<file path="src/hdl/cmcd_cfg.svh">
`ifndef CMCD_CFG_SVH
`define CMCD_CFG_SVH
// register indices on the 4-bit serial address
`define CMCD_ADDR_MAIN_CFG      4'h1
`define CMCD_ADDR_I_OFFSET      4'h2
`define CMCD_ADDR_I_RANGE       4'h3
`define CMCD_ADDR_EXT_CFG       4'h9
`define CMCD_ADDR_Q_OFFSET      4'hA
`define CMCD_ADDR_Q_RANGE       4'hB
`define CMCD_ADDR_PHASE_FINE    4'hE
`define CMCD_ADDR_PHASE_COARSE  4'hF
// main configuration fields
`define CMCD_BIT_SECOND_CLK_DIS 13
`define CMCD_BIT_DDR_PHASE      11
`define CMCD_BIT_DDR_DISABLE    10
`define CMCD_BIT_SWING          9
`define CMCD_BIT_EDGE_DEMUX     8
// extended configuration fields
`define CMCD_BIT_PATTERN        15
`define CMCD_BIT_TRIM_DIS       14
`define CMCD_BIT_DUAL_EDGE      13
`define CMCD_BIT_DES_Q_SEL      12
// 9-bit adjust fields sit in bits 15..7, the 8-bit fine phase field in bits 15..8
`define CMCD_FIELD_HI           15
`define CMCD_FIELD_LO           7
`define CMCD_FINE_LO            8
// reset values
`define CMCD_RST_MAIN_CFG       16'hB2FF
`define CMCD_RST_EXT_CFG        16'h03FF
`define CMCD_RST_MID_SCALE      16'h807F
`define CMCD_RST_PHASE          16'h007F
// serial frame
`define CMCD_FRAME_BITS         6'd32
`define CMCD_HEADER             12'h001
`endif

</file>
<file path="src/hdl/cmcd_pkg.sv">
package cmcd_pkg;
   // tri-level pin reading after filtering
   typedef enum logic [1:0] {
      CMCD_PIN_LOW   = 2'b00,
      CMCD_PIN_HIGH  = 2'b01,
      CMCD_PIN_FLOAT = 2'b10
   } cmcd_pin_t;

   // decoded active configuration
   typedef struct packed {
      logic       ext_mode;
      logic       double_rate;
      logic       double_rate_clock_phase;
      logic       sdr_rise_edge;
      logic       output_swing_select;
      logic       long_cal_delay;
      logic       dual_edge;
      logic       des_q_input;
      logic       pattern_output_enable;
      logic       clocks_continuous;
      logic       non_demux;
      logic       second_clock;
      logic       range_reduced;
      logic [8:0] i_range;
      logic [8:0] q_range;
      logic [8:0] i_offset;
      logic [8:0] q_offset;
      logic [8:0] phase_coarse_mid;
      logic [7:0] phase_fine;
   } cmcd_cfg_t;

   // one completed serial write
   typedef struct packed {
      logic        valid;
      logic [3:0]  addr;
      logic [15:0] data;
   } cmcd_wr_t;

   typedef enum logic [0:0] {
      CMCD_SER_IDLE  = 1'b0,
      CMCD_SER_SHIFT = 1'b1
   } cmcd_ser_state_t;
endpackage

</file>
<file path="src/hdl/cmcd_pin_filter.sv">
`timescale 1ns/10ps
`include "cmcd_cfg.svh"
// three-stage sync of a tri-level pin (drive high / drive low / float sense)
module cmcd_pin_filter
   import cmcd_pkg::*;
(
   input  wire logic      clk_i,
   input  wire logic      rst_i,
   input  wire logic [1:0] pin_i,
   output cmcd_pin_t      level_o
);
   logic [1:0] s1_q;
   logic [1:0] s2_q;
   logic [1:0] s3_q;
   cmcd_pin_t  lvl_q;

   // =====================================================
   // synchroniser chain
   always_ff @(posedge clk_i)
   begin
      if (rst_i)
      begin
         // start at float like lvl_q, so no false low is taken after reset
         s1_q <= 2'h2;
         s2_q <= 2'h2;
         s3_q <= 2'h2;
      end
      else
      begin
         s1_q <= pin_i;
         s2_q <= s1_q;
         s3_q <= s2_q;
      end
   end

   // accept a change once stages two and three agree
   always_ff @(posedge clk_i)
   begin
      if (rst_i)
         lvl_q <= CMCD_PIN_FLOAT;
      else if (s2_q == s3_q)
         lvl_q <= cmcd_pin_t'(s3_q == 2'h3 ? 2'h2 : s3_q);
   end

   assign level_o = lvl_q;
endmodule

</file>
<file path="src/hdl/cmcd_reg_mem.sv">
`timescale 1ns/10ps
`include "cmcd_cfg.svh"
// sixteen-word register store, registered read ports for every word
module cmcd_reg_mem
   import cmcd_pkg::*;
(
   input  wire logic        clk_i,
   input  wire logic        rst_i,
   input  cmcd_wr_t         wr_i,
   output logic [15:0]      word_o [16]
);
   // reset value per address
   function automatic logic [15:0] rst_val(input logic [3:0] a);
      case (a)
         `CMCD_ADDR_MAIN_CFG:     rst_val = `CMCD_RST_MAIN_CFG;
         `CMCD_ADDR_EXT_CFG:      rst_val = `CMCD_RST_EXT_CFG;
         `CMCD_ADDR_I_OFFSET,
         `CMCD_ADDR_Q_OFFSET,
         `CMCD_ADDR_I_RANGE,
         `CMCD_ADDR_Q_RANGE:      rst_val = `CMCD_RST_MID_SCALE;
         `CMCD_ADDR_PHASE_FINE,
         `CMCD_ADDR_PHASE_COARSE: rst_val = `CMCD_RST_PHASE;
         default:                 rst_val = 16'h0000;
      endcase
   endfunction

   genvar g;
   generate
      for (g = 0; g < 16; g++)
      begin : gen_word
         // one word, loaded on a matching completed frame
         always_ff @(posedge clk_i)
         begin
            if (rst_i)
               word_o[g] <= rst_val(4'(g));
            else if (wr_i.valid && wr_i.addr == 4'(g))
               word_o[g] <= wr_i.data;
         end
      end
   endgenerate
endmodule

</file>
<file path="src/hdl/cmcd_top.sv">
`timescale 1ns/10ps
`include "cmcd_cfg.svh"
// What this block does
// - low mode pin forces extended control
// - floating mode pins let range pin enable extended
// - ddr disable bit 10 or pin selects clocking
// - ddr phase bit 11 extended only
// - sdr edge from pin or bit 8
// - lvds swing from pin or bit 9
// - cal delay pin standard, short in extended
// - per-channel 512-step range from 3h, Bh
// - offset only extended, from 2h, Ah
// - dual edge: cal pin float or 9h bit13
// - dual edge q input only in extended
// - test pattern bit 15 of 9h extended
// - trim disable keeps output clocks running
// - ddr extended: edge bit picks demux
// - cleared bit 13 makes second clock
// - phase adjust from Fh and Eh extended
// - internal reset loads extended defaults
// - default ddr, zero phase, high swing, short
// - default 700 mV, no offset, no des, no pattern
// - default trim on, demux, overrange, zero phase
// - 32-bit frame, header, address, data, msb first
// - registers ignored in standard mode
module cmcd_top
   import cmcd_pkg::*;
(
   input  wire logic       clk_i,
   input  wire logic       rst_i,
   input  wire logic [1:0] mode_sel_pin_i,
   input  wire logic [1:0] mode_aux_pin_i,
   input  wire logic [1:0] range_pin_i,
   input  wire logic [1:0] edge_rate_pin_i,
   input  wire logic [1:0] swing_pin_i,
   input  wire logic [1:0] cal_delay_pin_i,
   input  wire logic       ser_clk_i,
   input  wire logic       ser_data_i,
   input  wire logic       ser_sel_n_i,
   output cmcd_cfg_t       cfg_o
);
   // =====================================================
   // pin filtering
   cmcd_pin_t mode_sel;
   cmcd_pin_t mode_aux;
   cmcd_pin_t range_pin;
   cmcd_pin_t edge_pin;
   cmcd_pin_t swing_pin;
   cmcd_pin_t cal_pin;
   logic [2:0] ser_pins;
   cmcd_pin_t  ser_lvl [3];

   cmcd_pin_filter u_f_mode (.clk_i(clk_i), .rst_i(rst_i), .pin_i(mode_sel_pin_i),
                             .level_o(mode_sel));
   cmcd_pin_filter u_f_aux  (.clk_i(clk_i), .rst_i(rst_i), .pin_i(mode_aux_pin_i),
                             .level_o(mode_aux));
   cmcd_pin_filter u_f_rng  (.clk_i(clk_i), .rst_i(rst_i), .pin_i(range_pin_i),
                             .level_o(range_pin));
   cmcd_pin_filter u_f_edge (.clk_i(clk_i), .rst_i(rst_i), .pin_i(edge_rate_pin_i),
                             .level_o(edge_pin));
   cmcd_pin_filter u_f_swg  (.clk_i(clk_i), .rst_i(rst_i), .pin_i(swing_pin_i),
                             .level_o(swing_pin));
   cmcd_pin_filter u_f_cal  (.clk_i(clk_i), .rst_i(rst_i), .pin_i(cal_delay_pin_i),
                             .level_o(cal_pin));

   // serial pins reuse the filter as two-level inputs
   assign ser_pins = {ser_clk_i, ser_data_i, ser_sel_n_i};
   genvar g;
   generate
      for (g = 0; g < 3; g++)
      begin : gen_ser
         cmcd_pin_filter u_f_ser (.clk_i(clk_i), .rst_i(rst_i),
                                  .pin_i({1'b0, ser_pins[g]}), .level_o(ser_lvl[g]));
      end
   endgenerate

   logic sclk;
   logic sdat;
   logic scs_n;
   assign sclk  = (ser_lvl[2] == CMCD_PIN_HIGH);
   assign sdat  = (ser_lvl[1] == CMCD_PIN_HIGH);
   assign scs_n = (ser_lvl[0] != CMCD_PIN_LOW);

   // =====================================================
   // control mode decode
   logic ext_mode;
   always_comb
   begin
      ext_mode = 1'b0;
      if (mode_sel == CMCD_PIN_LOW)
         ext_mode = 1'b1;
      else if (mode_sel == CMCD_PIN_FLOAT && mode_aux != CMCD_PIN_LOW
               && range_pin == CMCD_PIN_FLOAT)
         ext_mode = 1'b1;
   end
   // mode is assumed static while running

   // =====================================================
   // serial frame receiver
   cmcd_ser_state_t st_q;
   logic [5:0]      cnt_q;
   logic [31:0]     sh_q;
   logic            sclk_q;
   cmcd_wr_t        wr_q;
   logic            rise;
   logic [31:0]     sh_next;

   assign rise    = sclk && !sclk_q;
   assign sh_next = {sh_q[30:0], sdat};

   // edge detect on the filtered serial clock
   always_ff @(posedge clk_i)
   begin
      if (rst_i)
         sclk_q <= 1'b0;
      else
         sclk_q <= sclk;
   end

   // bit counting; a frame ends on the 32nd rising edge
   always_ff @(posedge clk_i)
   begin
      if (rst_i || scs_n || !ext_mode)
      begin
         st_q  <= CMCD_SER_IDLE;
         cnt_q <= 6'h00;
      end
      else
      begin
         case (st_q)
            CMCD_SER_IDLE:
            begin
               st_q  <= CMCD_SER_SHIFT;
               cnt_q <= 6'h00;
            end
            CMCD_SER_SHIFT:
            begin
               if (rise)
                  cnt_q <= (cnt_q == `CMCD_FRAME_BITS - 6'd1) ? 6'h00 : cnt_q + 6'd1;
            end
            default:
               st_q <= CMCD_SER_IDLE;
         endcase
      end
   end

   // shift msb first
   always_ff @(posedge clk_i)
   begin
      if (rst_i)
         sh_q <= 32'h0000_0000;
      else if (rise)
         sh_q <= sh_next;
   end

   // completed frame with valid header becomes a write
   always_ff @(posedge clk_i)
   begin
      if (rst_i)
         wr_q <= '0;
      else
      begin
         wr_q.valid <= st_q == CMCD_SER_SHIFT && !scs_n && ext_mode && rise
                       && cnt_q == `CMCD_FRAME_BITS - 6'd1
                       && sh_next[31:20] == `CMCD_HEADER;
         wr_q.addr  <= sh_next[19:16];
         wr_q.data  <= sh_next[15:0];
      end
   end

   // =====================================================
   // register store, reset to extended defaults
   logic [15:0] word [16];
   cmcd_reg_mem u_mem (.clk_i(clk_i), .rst_i(rst_i), .wr_i(wr_q), .word_o(word));

   logic [15:0] mcfg;
   logic [15:0] xcfg;
   assign mcfg = word[`CMCD_ADDR_MAIN_CFG];
   assign xcfg = word[`CMCD_ADDR_EXT_CFG];

   // =====================================================
   // active configuration, registers only matter in extended
   cmcd_cfg_t cfg_d;
   cmcd_cfg_t cfg_q;

   always_comb
   begin
      cfg_d = '0;
      cfg_d.ext_mode = ext_mode;
      if (ext_mode)
      begin
         cfg_d.double_rate             = !mcfg[`CMCD_BIT_DDR_DISABLE];
         cfg_d.double_rate_clock_phase = mcfg[`CMCD_BIT_DDR_PHASE];
         cfg_d.sdr_rise_edge           = mcfg[`CMCD_BIT_EDGE_DEMUX];
         cfg_d.output_swing_select     = mcfg[`CMCD_BIT_SWING];
         cfg_d.long_cal_delay          = 1'b0;
         cfg_d.dual_edge               = xcfg[`CMCD_BIT_DUAL_EDGE];
         cfg_d.des_q_input             = xcfg[`CMCD_BIT_DES_Q_SEL];
         cfg_d.pattern_output_enable   = xcfg[`CMCD_BIT_PATTERN];
         cfg_d.clocks_continuous       = xcfg[`CMCD_BIT_TRIM_DIS];
         cfg_d.non_demux               = !mcfg[`CMCD_BIT_DDR_DISABLE]
                                         && mcfg[`CMCD_BIT_EDGE_DEMUX];
         cfg_d.second_clock            = !mcfg[`CMCD_BIT_SECOND_CLK_DIS];
         cfg_d.i_range  = word[`CMCD_ADDR_I_RANGE][`CMCD_FIELD_HI:`CMCD_FIELD_LO];
         cfg_d.q_range  = word[`CMCD_ADDR_Q_RANGE][`CMCD_FIELD_HI:`CMCD_FIELD_LO];
         cfg_d.i_offset = word[`CMCD_ADDR_I_OFFSET][`CMCD_FIELD_HI:`CMCD_FIELD_LO];
         cfg_d.q_offset = word[`CMCD_ADDR_Q_OFFSET][`CMCD_FIELD_HI:`CMCD_FIELD_LO];
         cfg_d.phase_coarse_mid =
            word[`CMCD_ADDR_PHASE_COARSE][`CMCD_FIELD_HI:`CMCD_FIELD_LO];
         cfg_d.phase_fine = word[`CMCD_ADDR_PHASE_FINE][`CMCD_FIELD_HI:`CMCD_FINE_LO];
      end
      else
      begin
         // edge pin floating selects double rate, else sdr edge follows it
         cfg_d.double_rate         = (edge_pin == CMCD_PIN_FLOAT);
         cfg_d.double_rate_clock_phase = 1'b0;
         cfg_d.sdr_rise_edge       = (edge_pin == CMCD_PIN_HIGH);
         cfg_d.output_swing_select = (swing_pin != CMCD_PIN_LOW);
         cfg_d.long_cal_delay      = (cal_pin == CMCD_PIN_HIGH);
         cfg_d.dual_edge           = (cal_pin == CMCD_PIN_FLOAT);
         cfg_d.des_q_input         = 1'b0;
         cfg_d.range_reduced       = (range_pin == CMCD_PIN_LOW);
         cfg_d.i_range  = 9'h100;
         cfg_d.q_range  = 9'h100;
         cfg_d.i_offset = 9'h100;
         cfg_d.q_offset = 9'h100;
         cfg_d.phase_coarse_mid = 9'h000;
         cfg_d.phase_fine       = 8'h00;
      end
   end

   // registered output
   always_ff @(posedge clk_i)
   begin
      if (rst_i)
         cfg_q <= '0;
      else
         cfg_q <= cfg_d;
   end

   assign cfg_o = cfg_q;
endmodule

</file>
<file path="config.mk">
export PLATFORM = sky130hd
export DESIGN_NAME = cmcd_top
export DESIGN_NICKNAME = d
export VERILOG_FILES = /design/src/hdl/cmcd_pkg.sv /design/src/hdl/cmcd_pin_filter.sv /design/src/hdl/cmcd_reg_mem.sv /design/src/hdl/cmcd_top.sv
export VERILOG_INCLUDE_DIRS = /design/src /design/src/hdl
export SDC_FILE = /design/constraint.sdc
export NUM_CORES = 1
export LEC_CHECK = 0
export BUFFER_PORTS_ARGS = -buffer_cell sky130_fd_sc_hd__buf_2
export CAP_MARGIN = 20
export CORE_MARGIN = 2
export CORE_UTILIZATION = 58
export DETAILED_ROUTE_END_ITERATION = 8
export PLACE_DENSITY = 0.79
export SYNTH_ARGS = -nofsm -noshare
export SYNTH_HDL_FRONTEND = slang
export SYNTH_SLANG_ARGS = --single-unit
</file>
<file path="constraint.sdc">
create_clock -name clk_i -period 2 [get_ports clk_i]
set_clock_uncertainty 0.1 [all_clocks]
set_input_delay 0.4 -clock clk_i [delete_from_list [all_inputs] [get_ports clk_i]]
set_output_delay 0.4 -clock clk_i [all_outputs]
set_load 0.01 [all_outputs]
</file>
==> reports/metrics.yaml, run 1 <==
global_route:
  grt_pass1_vias: 5193
  grt_pass1_wl_um: 24100
  track_usage: 0.198
  grt_start_max_net_pins: 56
  antenna_found_initial: 0
  grt-ovfl-total: 0
logic_synthesis:
  synth_cell_type_count: 41
  ys_ff_latch: 247
  avgSynthCellArea_um2: 10.4
  synth_edf_count: 0
  synthCells: 786
  ys_warn_count: 0
  yosysTopAreaCell: "dfxtp_1"
  synth_seq_area_share: 0.603
  syn-cell-area_um2: 8200
  synth-async-reset-ratio: 0
  yosysTopAreaCellShare: 0.603
  dominantRegCellSynth: "dfxtp_1"
  synthesis.nets: 804
  synthTopCellsByArea: "dfxtp_1 (60%), mux2i_1 (6.8%), and2_1 (4.4%), nor2_1 (3.9%), nor2b_1 (3.4%)"
layout:
  fin_cells: 1076
  fillers: 1022
  antenna_cells: 0
  final_cell_mix: "dfxtp_1 (247), nor2_1 (86), buf_2 (81)"
  nNetsFinal: 897
  area_growth_pct: 19.2
  final_common_cell: "dfxtp_1"
  design_area_um2: 9770
  drive_above_1_share: 0.190
clocking:
  insertion_delay_ns: 0.52
  postCtsHoldBufs: 11
  root_buffer: "clkbuf_16"
  cts_tree: "yes"
  htree_levels: 1
  cts.sinks: 247
  cts_resized: 0
  cts.clk_slew.worst_paths_ns: 0.06
  clk_path_buf_depth: 3
  cts_setup_buffers: 0
  numCtsBuffers: 24
sta:
  finalMaxSlewViolations: 0
  tightestPinTransition_ns: 0.574
  fin_ws_ns: 0.297
  final.min_clock_period_ns: 1.70
  max_freq_ghz: 0.587
  slew_headroom: 0.617
  rsz0062_at_grt: "no"
  setup_viol: 0
  hold_viol_final: 0
  final.setup.tns_ns: 0
  fin_crit_sh: 0.851
routing:
  drcViolationCount: 0
  drt_iter0_drc: 278
  ant_nets: 0
  via_per_inst: 5.11
  totalWireLength_um: 14900
  dr.pass1.iters: 4
  wl_per_cell_um: 13.9
  num_vias: 5499
die:
  dieArea_um2: 15100
  start_util: 0.593
  die_y_um: 123
  io_pins: 83
  placementRows: 43
  die_w_um: 123
  coreArea_um2: 13800
place:
  port_buffers: 82
  placedCellCount: 1022
  hpwl_um: 9840
  dp_slack_ns: 0.337
  place.gp.congestion: 0.767
  place_area_um2: 8800
worst_setup_path:
  reg2reg_slack_ns: 0.30
  path_class: "flop to flop"
  cp.arrival_ns: 2.06
  cp-start-kind: "flop"
  end_kind: "flop"
  required_ns: 2.36
  crit_path_max_fanout: 13
pwr:
  cellPowerDensity_nw_per_um2: 1020
  leakagePower_nw: 4.01
  peakVddDrop_mv: 0.661
hold_path:
  hold_path.class: "primary input to flop"
outcome:
  status: "finished, final reports clean"
flow_run:
  max_cap_violations: 0
-- worst max-delay path, cell delays in order, from the launching register on --
cell and delay, ns:
dfxtp_1 0.38, or3b_1 0.47, nor2_2 0.46, o22a_1 0.24
-- through the flow --
step                utilization  power (mW)  hold slack (ns)
finish                    0.707        9.92           0.0106
global placement          0.636        5.29            0.291
global route              0.707        10.2           0.0233
floorplan                     -        5.24            0.289
CTS                       0.707        10.0          0.00651
detailed placement        0.636        5.30            0.297
-- metal layers --
| layer | vias to the layer above | share of wire | global-route usage |
|---|---|---|---|
| li1 | 2770 | - | - |
| met4 | 0 | 0.042 | 0.0855 |
| met3 | 38 | 0.044 | 0.0346 |
| met5 | - | 0 | 0 |
| met1 | 2562 | 0.45 | 0.246 |
| met2 | 129 | 0.46 | 0.336 |
-- sequential cells by signal, indices dropped and copies added (netlist names), 4 cells and up --
register / flops
gen_ser.u_f_ser.s3_q: 4
gen_ser.u_f_ser.s1_q: 4
gen_ser.u_f_ser.level_o: 6
u_mem.word_o: 62
cfg_o: 66
sh_q: 31
wr_q: 14
cnt_q: 6
gen_ser.u_f_ser.s2_q: 4
-- path summary, 6_finish.rpt --
| check | to | depth (start not counted) | from |
|---|---|---|---|
| worst max-delay path | sh_q[11]$_SDFFE_PP0P_ | 3 | gen_ser[2].u_f_ser.level_o[0]$_SDFFE_PP0N_ |
| worst min-delay path | gen_ser[1].u_f_ser.s1_q[0]$_SDFF_PP0_ | 2 | ser_data_i |
| worst max register to register | sh_q[11]$_SDFFE_PP0P_ | 3 | gen_ser[2].u_f_ser.level_o[0]$_SDFFE_PP0N_ |
| worst min register to register | gen_ser[0].u_f_ser.s2_q[1]$_SDFF_PP1_ | 1 | gen_ser[0].u_f_ser.s1_q[1]$_DFF_P_ |
-- synthesized netlist by cell type (all sizes together) (9+ instances only) --
library cell / n
nor2: 91
o22ai: 12
o22a: 13
and2: 58
clkbuf: 21
nand2b: 14
nor2b: 44
dfxtp: 247
nand2: 48
inv: 20
a21oi: 35
o21ai: 9
mux2i: 56
buf: 16
or2: 20
-- layout make-up --
type / instances / area [um2] / share of cell area
multi-input combinational: 482 / 3030 / 0.311
clock inverter: 11 / 169 / 0.0173
timing repair buffer: 104 / 631 / 0.0645
inverter: 20 / 75.1 / 0.00768
clock buffer: 32 / 691 / 0.0707
tap: 180 / 225 / 0.0231
sequential: 247 / 4940 / 0.506
-- logic make-up (layout without fill, tap and decap cells) --
kind of cell / after synthesis / after routing / synth area share
AO/OA/AOI/OAI: 95 / 95 / 0.0752
XOR/XNOR: 15 / 15 / 0.0160
adder cells (fa/ha/maj): 1 / 1 / 0.00153
buffers and inverters: 57 / 167 / 0.0276
flip-flops: 247 / 247 / 0.603
multiplexers: 61 / 61 / 0.0752
AND/OR/NAND/NOR: 310 / 310 / 0.201
-- where the power goes --
part	internal (mW)	total [mW]	leakage, nW	switching, mW
combinational	0.0966	0.207	1.59	0.111
clock	2.94	4.71	0.424	1.77
sequential	4.97	5.00	2.00	0.0333
(Power assumes the default switching activity.)
==> run 2: changes to the inputs <==
Settings changed: ABC_AREA from default to 1.
Clock period 2 ns to 1.6 ns, I/O delays scaled along.
==> run 2 against run 1 <==
Against the previous run: synthesized area down 0.24%; clock power increased by 27%; power increased by 28%; hold slack better by 0.17 ns; largest power group unchanged.
==> reports/metrics.yaml, run 2 <==
worst_setup_path:
  crit_path_max_fanout: 3  # -10
  cp-start-kind: "flop"
  ff2ff_path_depth: 7  # +4
  end_kind: "flop"
  path_class: "flop to flop"
  reg2reg_slack_ns: 0.08  # -0.22 ns
  required_ns: 1.95  # -0.41 ns
  r2r-end: "wr_q[20]$_SDFF_PP0_"
  r2r-start: "cnt_q[1]$_SDFFE_PN0P_"
  cp.arrival_ns: 1.87  # -0.19 ns
hold_path:
  holdPathStages: 2  # unchanged
  hold_start: "rst_i"
  whs_endpoint: "gen_ser[0].u_f_ser.s1_q[1]$_DFF_P_"
  hold_path.class: "primary input to flop"
layout:
  largest_reg_flops: 66  # unchanged
  register_area_um2: 4940  # unchanged
  drive_above_1_share: 0.172  # -0.0173
  antenna_cells: 0  # unchanged
  fin_util: 0.708  # +0.000996
  nNetsFinal: 1067  # +19%
  fin_cells: 1247  # +16%
  multi_input_area_um2: 2520  # -17%
  fillers: 1011  # -1.1%
  final_cell_mix: "dfxtp_1 (247), nor2_1 (158), inv_1 (131)"
  area_growth_pct: 19.6
  final_common_cell: "dfxtp_1"
logic_synthesis:
  ys_ff_latch: 247  # unchanged
  synth_edf_count: 0  # unchanged
  synthCells: 951  # +21%
  dominantRegCellSynth: "dfxtp_1"
  synth.most_common_cell: "dfxtp_1"
  synth_cell_type_count: 30  # -27%
  synth-async-reset-ratio: 0  # unchanged
  synth_seq_area_share: 0.605  # +0.00148
  synthTopCellsByArea: "dfxtp_1 (60%), nor2_1 (7.3%), inv_1 (6.0%), a21oi_1 (4.8%), nand2_1 (4.8%)"
  ys_warn_count: 0  # unchanged
  yosysTopAreaCell: "dfxtp_1"
  yosysTopAreaCellShare: 0.605  # +0.00148
  synthesis.nets: 969  # +21%
  syn-cell-area_um2: 8180  # -0.24%
  ys_top_cells_by_count: "dfxtp_1 (247), nor2_1 (159), inv_1 (131)"
  avgSynthCellArea_um2: 8.60  # -18%
clocking:
  root_buffer: "clkbuf_16"
  cts.clk_slew.worst_paths_ns: 0.06  # about the same
  clk_path_buf_depth: 3  # unchanged
  htree_levels: 1  # unchanged
  cts_tree: "yes"
  numCtsBuffers: 24  # unchanged
  insertion_delay_ns: 0.51  # about the same
  cts.sinks: 247  # unchanged
  cts_setup_buffers: 0  # unchanged
routing:
  wl_per_cell_um: 12.0  # -13%
  drt_iter0_drc: 434  # +56%
  drcViolationCount: 0  # unchanged
  ant_nets: 0  # unchanged
  via_per_inst: 4.80  # -6.0%
  num_vias: 5988  # +8.9%
  dr.pass1.iters: 4  # unchanged
  totalWireLength_um: 15000  # +0.58%
global_route:
  antenna_found_initial: 1  # +1
  grt_pass1_vias: 5398  # +3.9%
  grt-ovfl-total: 0  # unchanged
  grt_pass1_wl_um: 24700  # +2.4%
  track_usage: 0.201  # +0.00359
  grt_start_max_net_pins: 54  # -3.6%
die:
  dieArea_um2: 15100  # -0.24%
  coreArea_um2: 13800  # unchanged
  die_y_um: 123  # -0.12%
  io_pins: 83  # unchanged
  placementRows: 43  # unchanged
  start_util: 0.592  # -0.00145
  die_w_um: 123  # -0.12%
sta:
  hold_viol_final: 0  # unchanged
  fin_crit_sh: 0.951  # +0.0996
  final.min_clock_period_ns: 1.52  # -0.181 ns
  max_freq_ghz: 0.657  # +12%
  setup_viol: 0  # unchanged
  tightestPinTransition_ns: 0.412  # -0.162 ns
  fin_ws_ns: 0.0785  # -0.219 ns
  finalMaxSlewViolations: 0  # unchanged
  rsz0062_at_grt: "yes"
  slew_headroom: 0.725  # +0.108
place:
  placedCellCount: 1188  # +16%
  hpwl_um: 9220  # -6.3%
  port_buffers: 82  # unchanged
  dp_slack_ns: 0.149  # -0.188 ns
  place.gp.congestion: 0.784  # +2.2%
pwr:
  cellPowerDensity_nw_per_um2: 1300  # +28%
  peakVddDrop_mv: 0.830  # +26%
  leakagePower_nw: 4.30  # +7.2%
outcome:
  status: "finished, final reports clean"
flow_run:
  max_cap_violations: 0  # unchanged
-- run 2: worst max-delay path, stage by stage, from the launching register on --
cell	delay, ns
dfxtp_1	0.38
ha_2	0.23
nand2_1	0.10
nor2_2	0.12
nand3_1	0.13
nor2_1	0.17
nand3_1	0.11
nor2_1	0.11
-- run 2: layer usage --
layer  track usage  vias to the layer above  wire length (um)
met5             0                        -                15
met4        0.0517                        2               235
met3        0.0432                       24               820
met2         0.357                      130              7320
met1         0.247                     2678              6600
li1              -                     3154                 -
-- run 2: final cells by class --
type / instances / share of cell area
Clock buffer: 33 / 0.0741
Clock inverter: 11 / 0.0151
Inverter: 139 / 0.0536
Multi-Input combinational cell: 530 / 0.257
Sequential cell: 247 / 0.505
Tap cell: 180 / 0.0230
Timing Repair Buffer: 107 / 0.0714
-- run 2: cells by family after synthesis --
family | count (synthesis) | share of synthesized area
AOI/OAI and AO/OA | 163 | 0.101
xor gates and xnor gates | 10 | 0.0107
adders and majority gates | 1 | 0.00153
buffers and inverters | 174 | 0.0881
DFF | 247 | 0.605
and+or+nand+nor | 356 | 0.194
-- run 2: through the flow --
step	power [mW]	hold WS [ns]	cell area, um2	TNS (ns)
after global placement	6.83	0.289	8760	0
after global routing	13.1	0.176	9780	-0.0705
final	12.7	0.177	9780	0
after CTS	12.8	0.151	9780	0
after floorplan	6.73	0.248	8180	0
after detailed placement	6.84	0.293	8760	0
-- run 2: where the power goes --
group	switching (mW)	total [mW]	internal, mW
registers	0.0454	6.28	6.24
clock network	2.30	5.96	3.66
logic	0.265	0.451	0.186
-- run 2: what timing repair did --
item                                    CTS  global route
resized for setup                         0             2
hold buffers                             15             0
endpoints found under the setup margin    0             6
hold endpoints to repair                 15             0
-- run 2: worst max path at each step --
stage          depth (start not counted)  slack [ns]                  start                             end
3_5_place_dp                           5        0.15    wr_q[17]$_SDFF_PP0_  u_mem.word_o[205]$_SDFFE_PP0P_
5_1_grt                                5       -0.03    wr_q[17]$_SDFF_PP0_  u_mem.word_o[220]$_SDFFE_PP0P_
4_1_cts                                7        0.09  cnt_q[1]$_SDFFE_PN0P_             wr_q[20]$_SDFF_PP0_
3_3_place_gp                           5        0.18    wr_q[17]$_SDFF_PP0_  u_mem.word_o[216]$_SDFFE_PP0P_
6_report                               7        0.08  cnt_q[1]$_SDFFE_PN0P_             wr_q[20]$_SDFF_PP0_
2_1_floorplan                          6        0.30    wr_q[17]$_SDFF_PP0_  u_mem.word_o[222]$_SDFFE_PP0P_
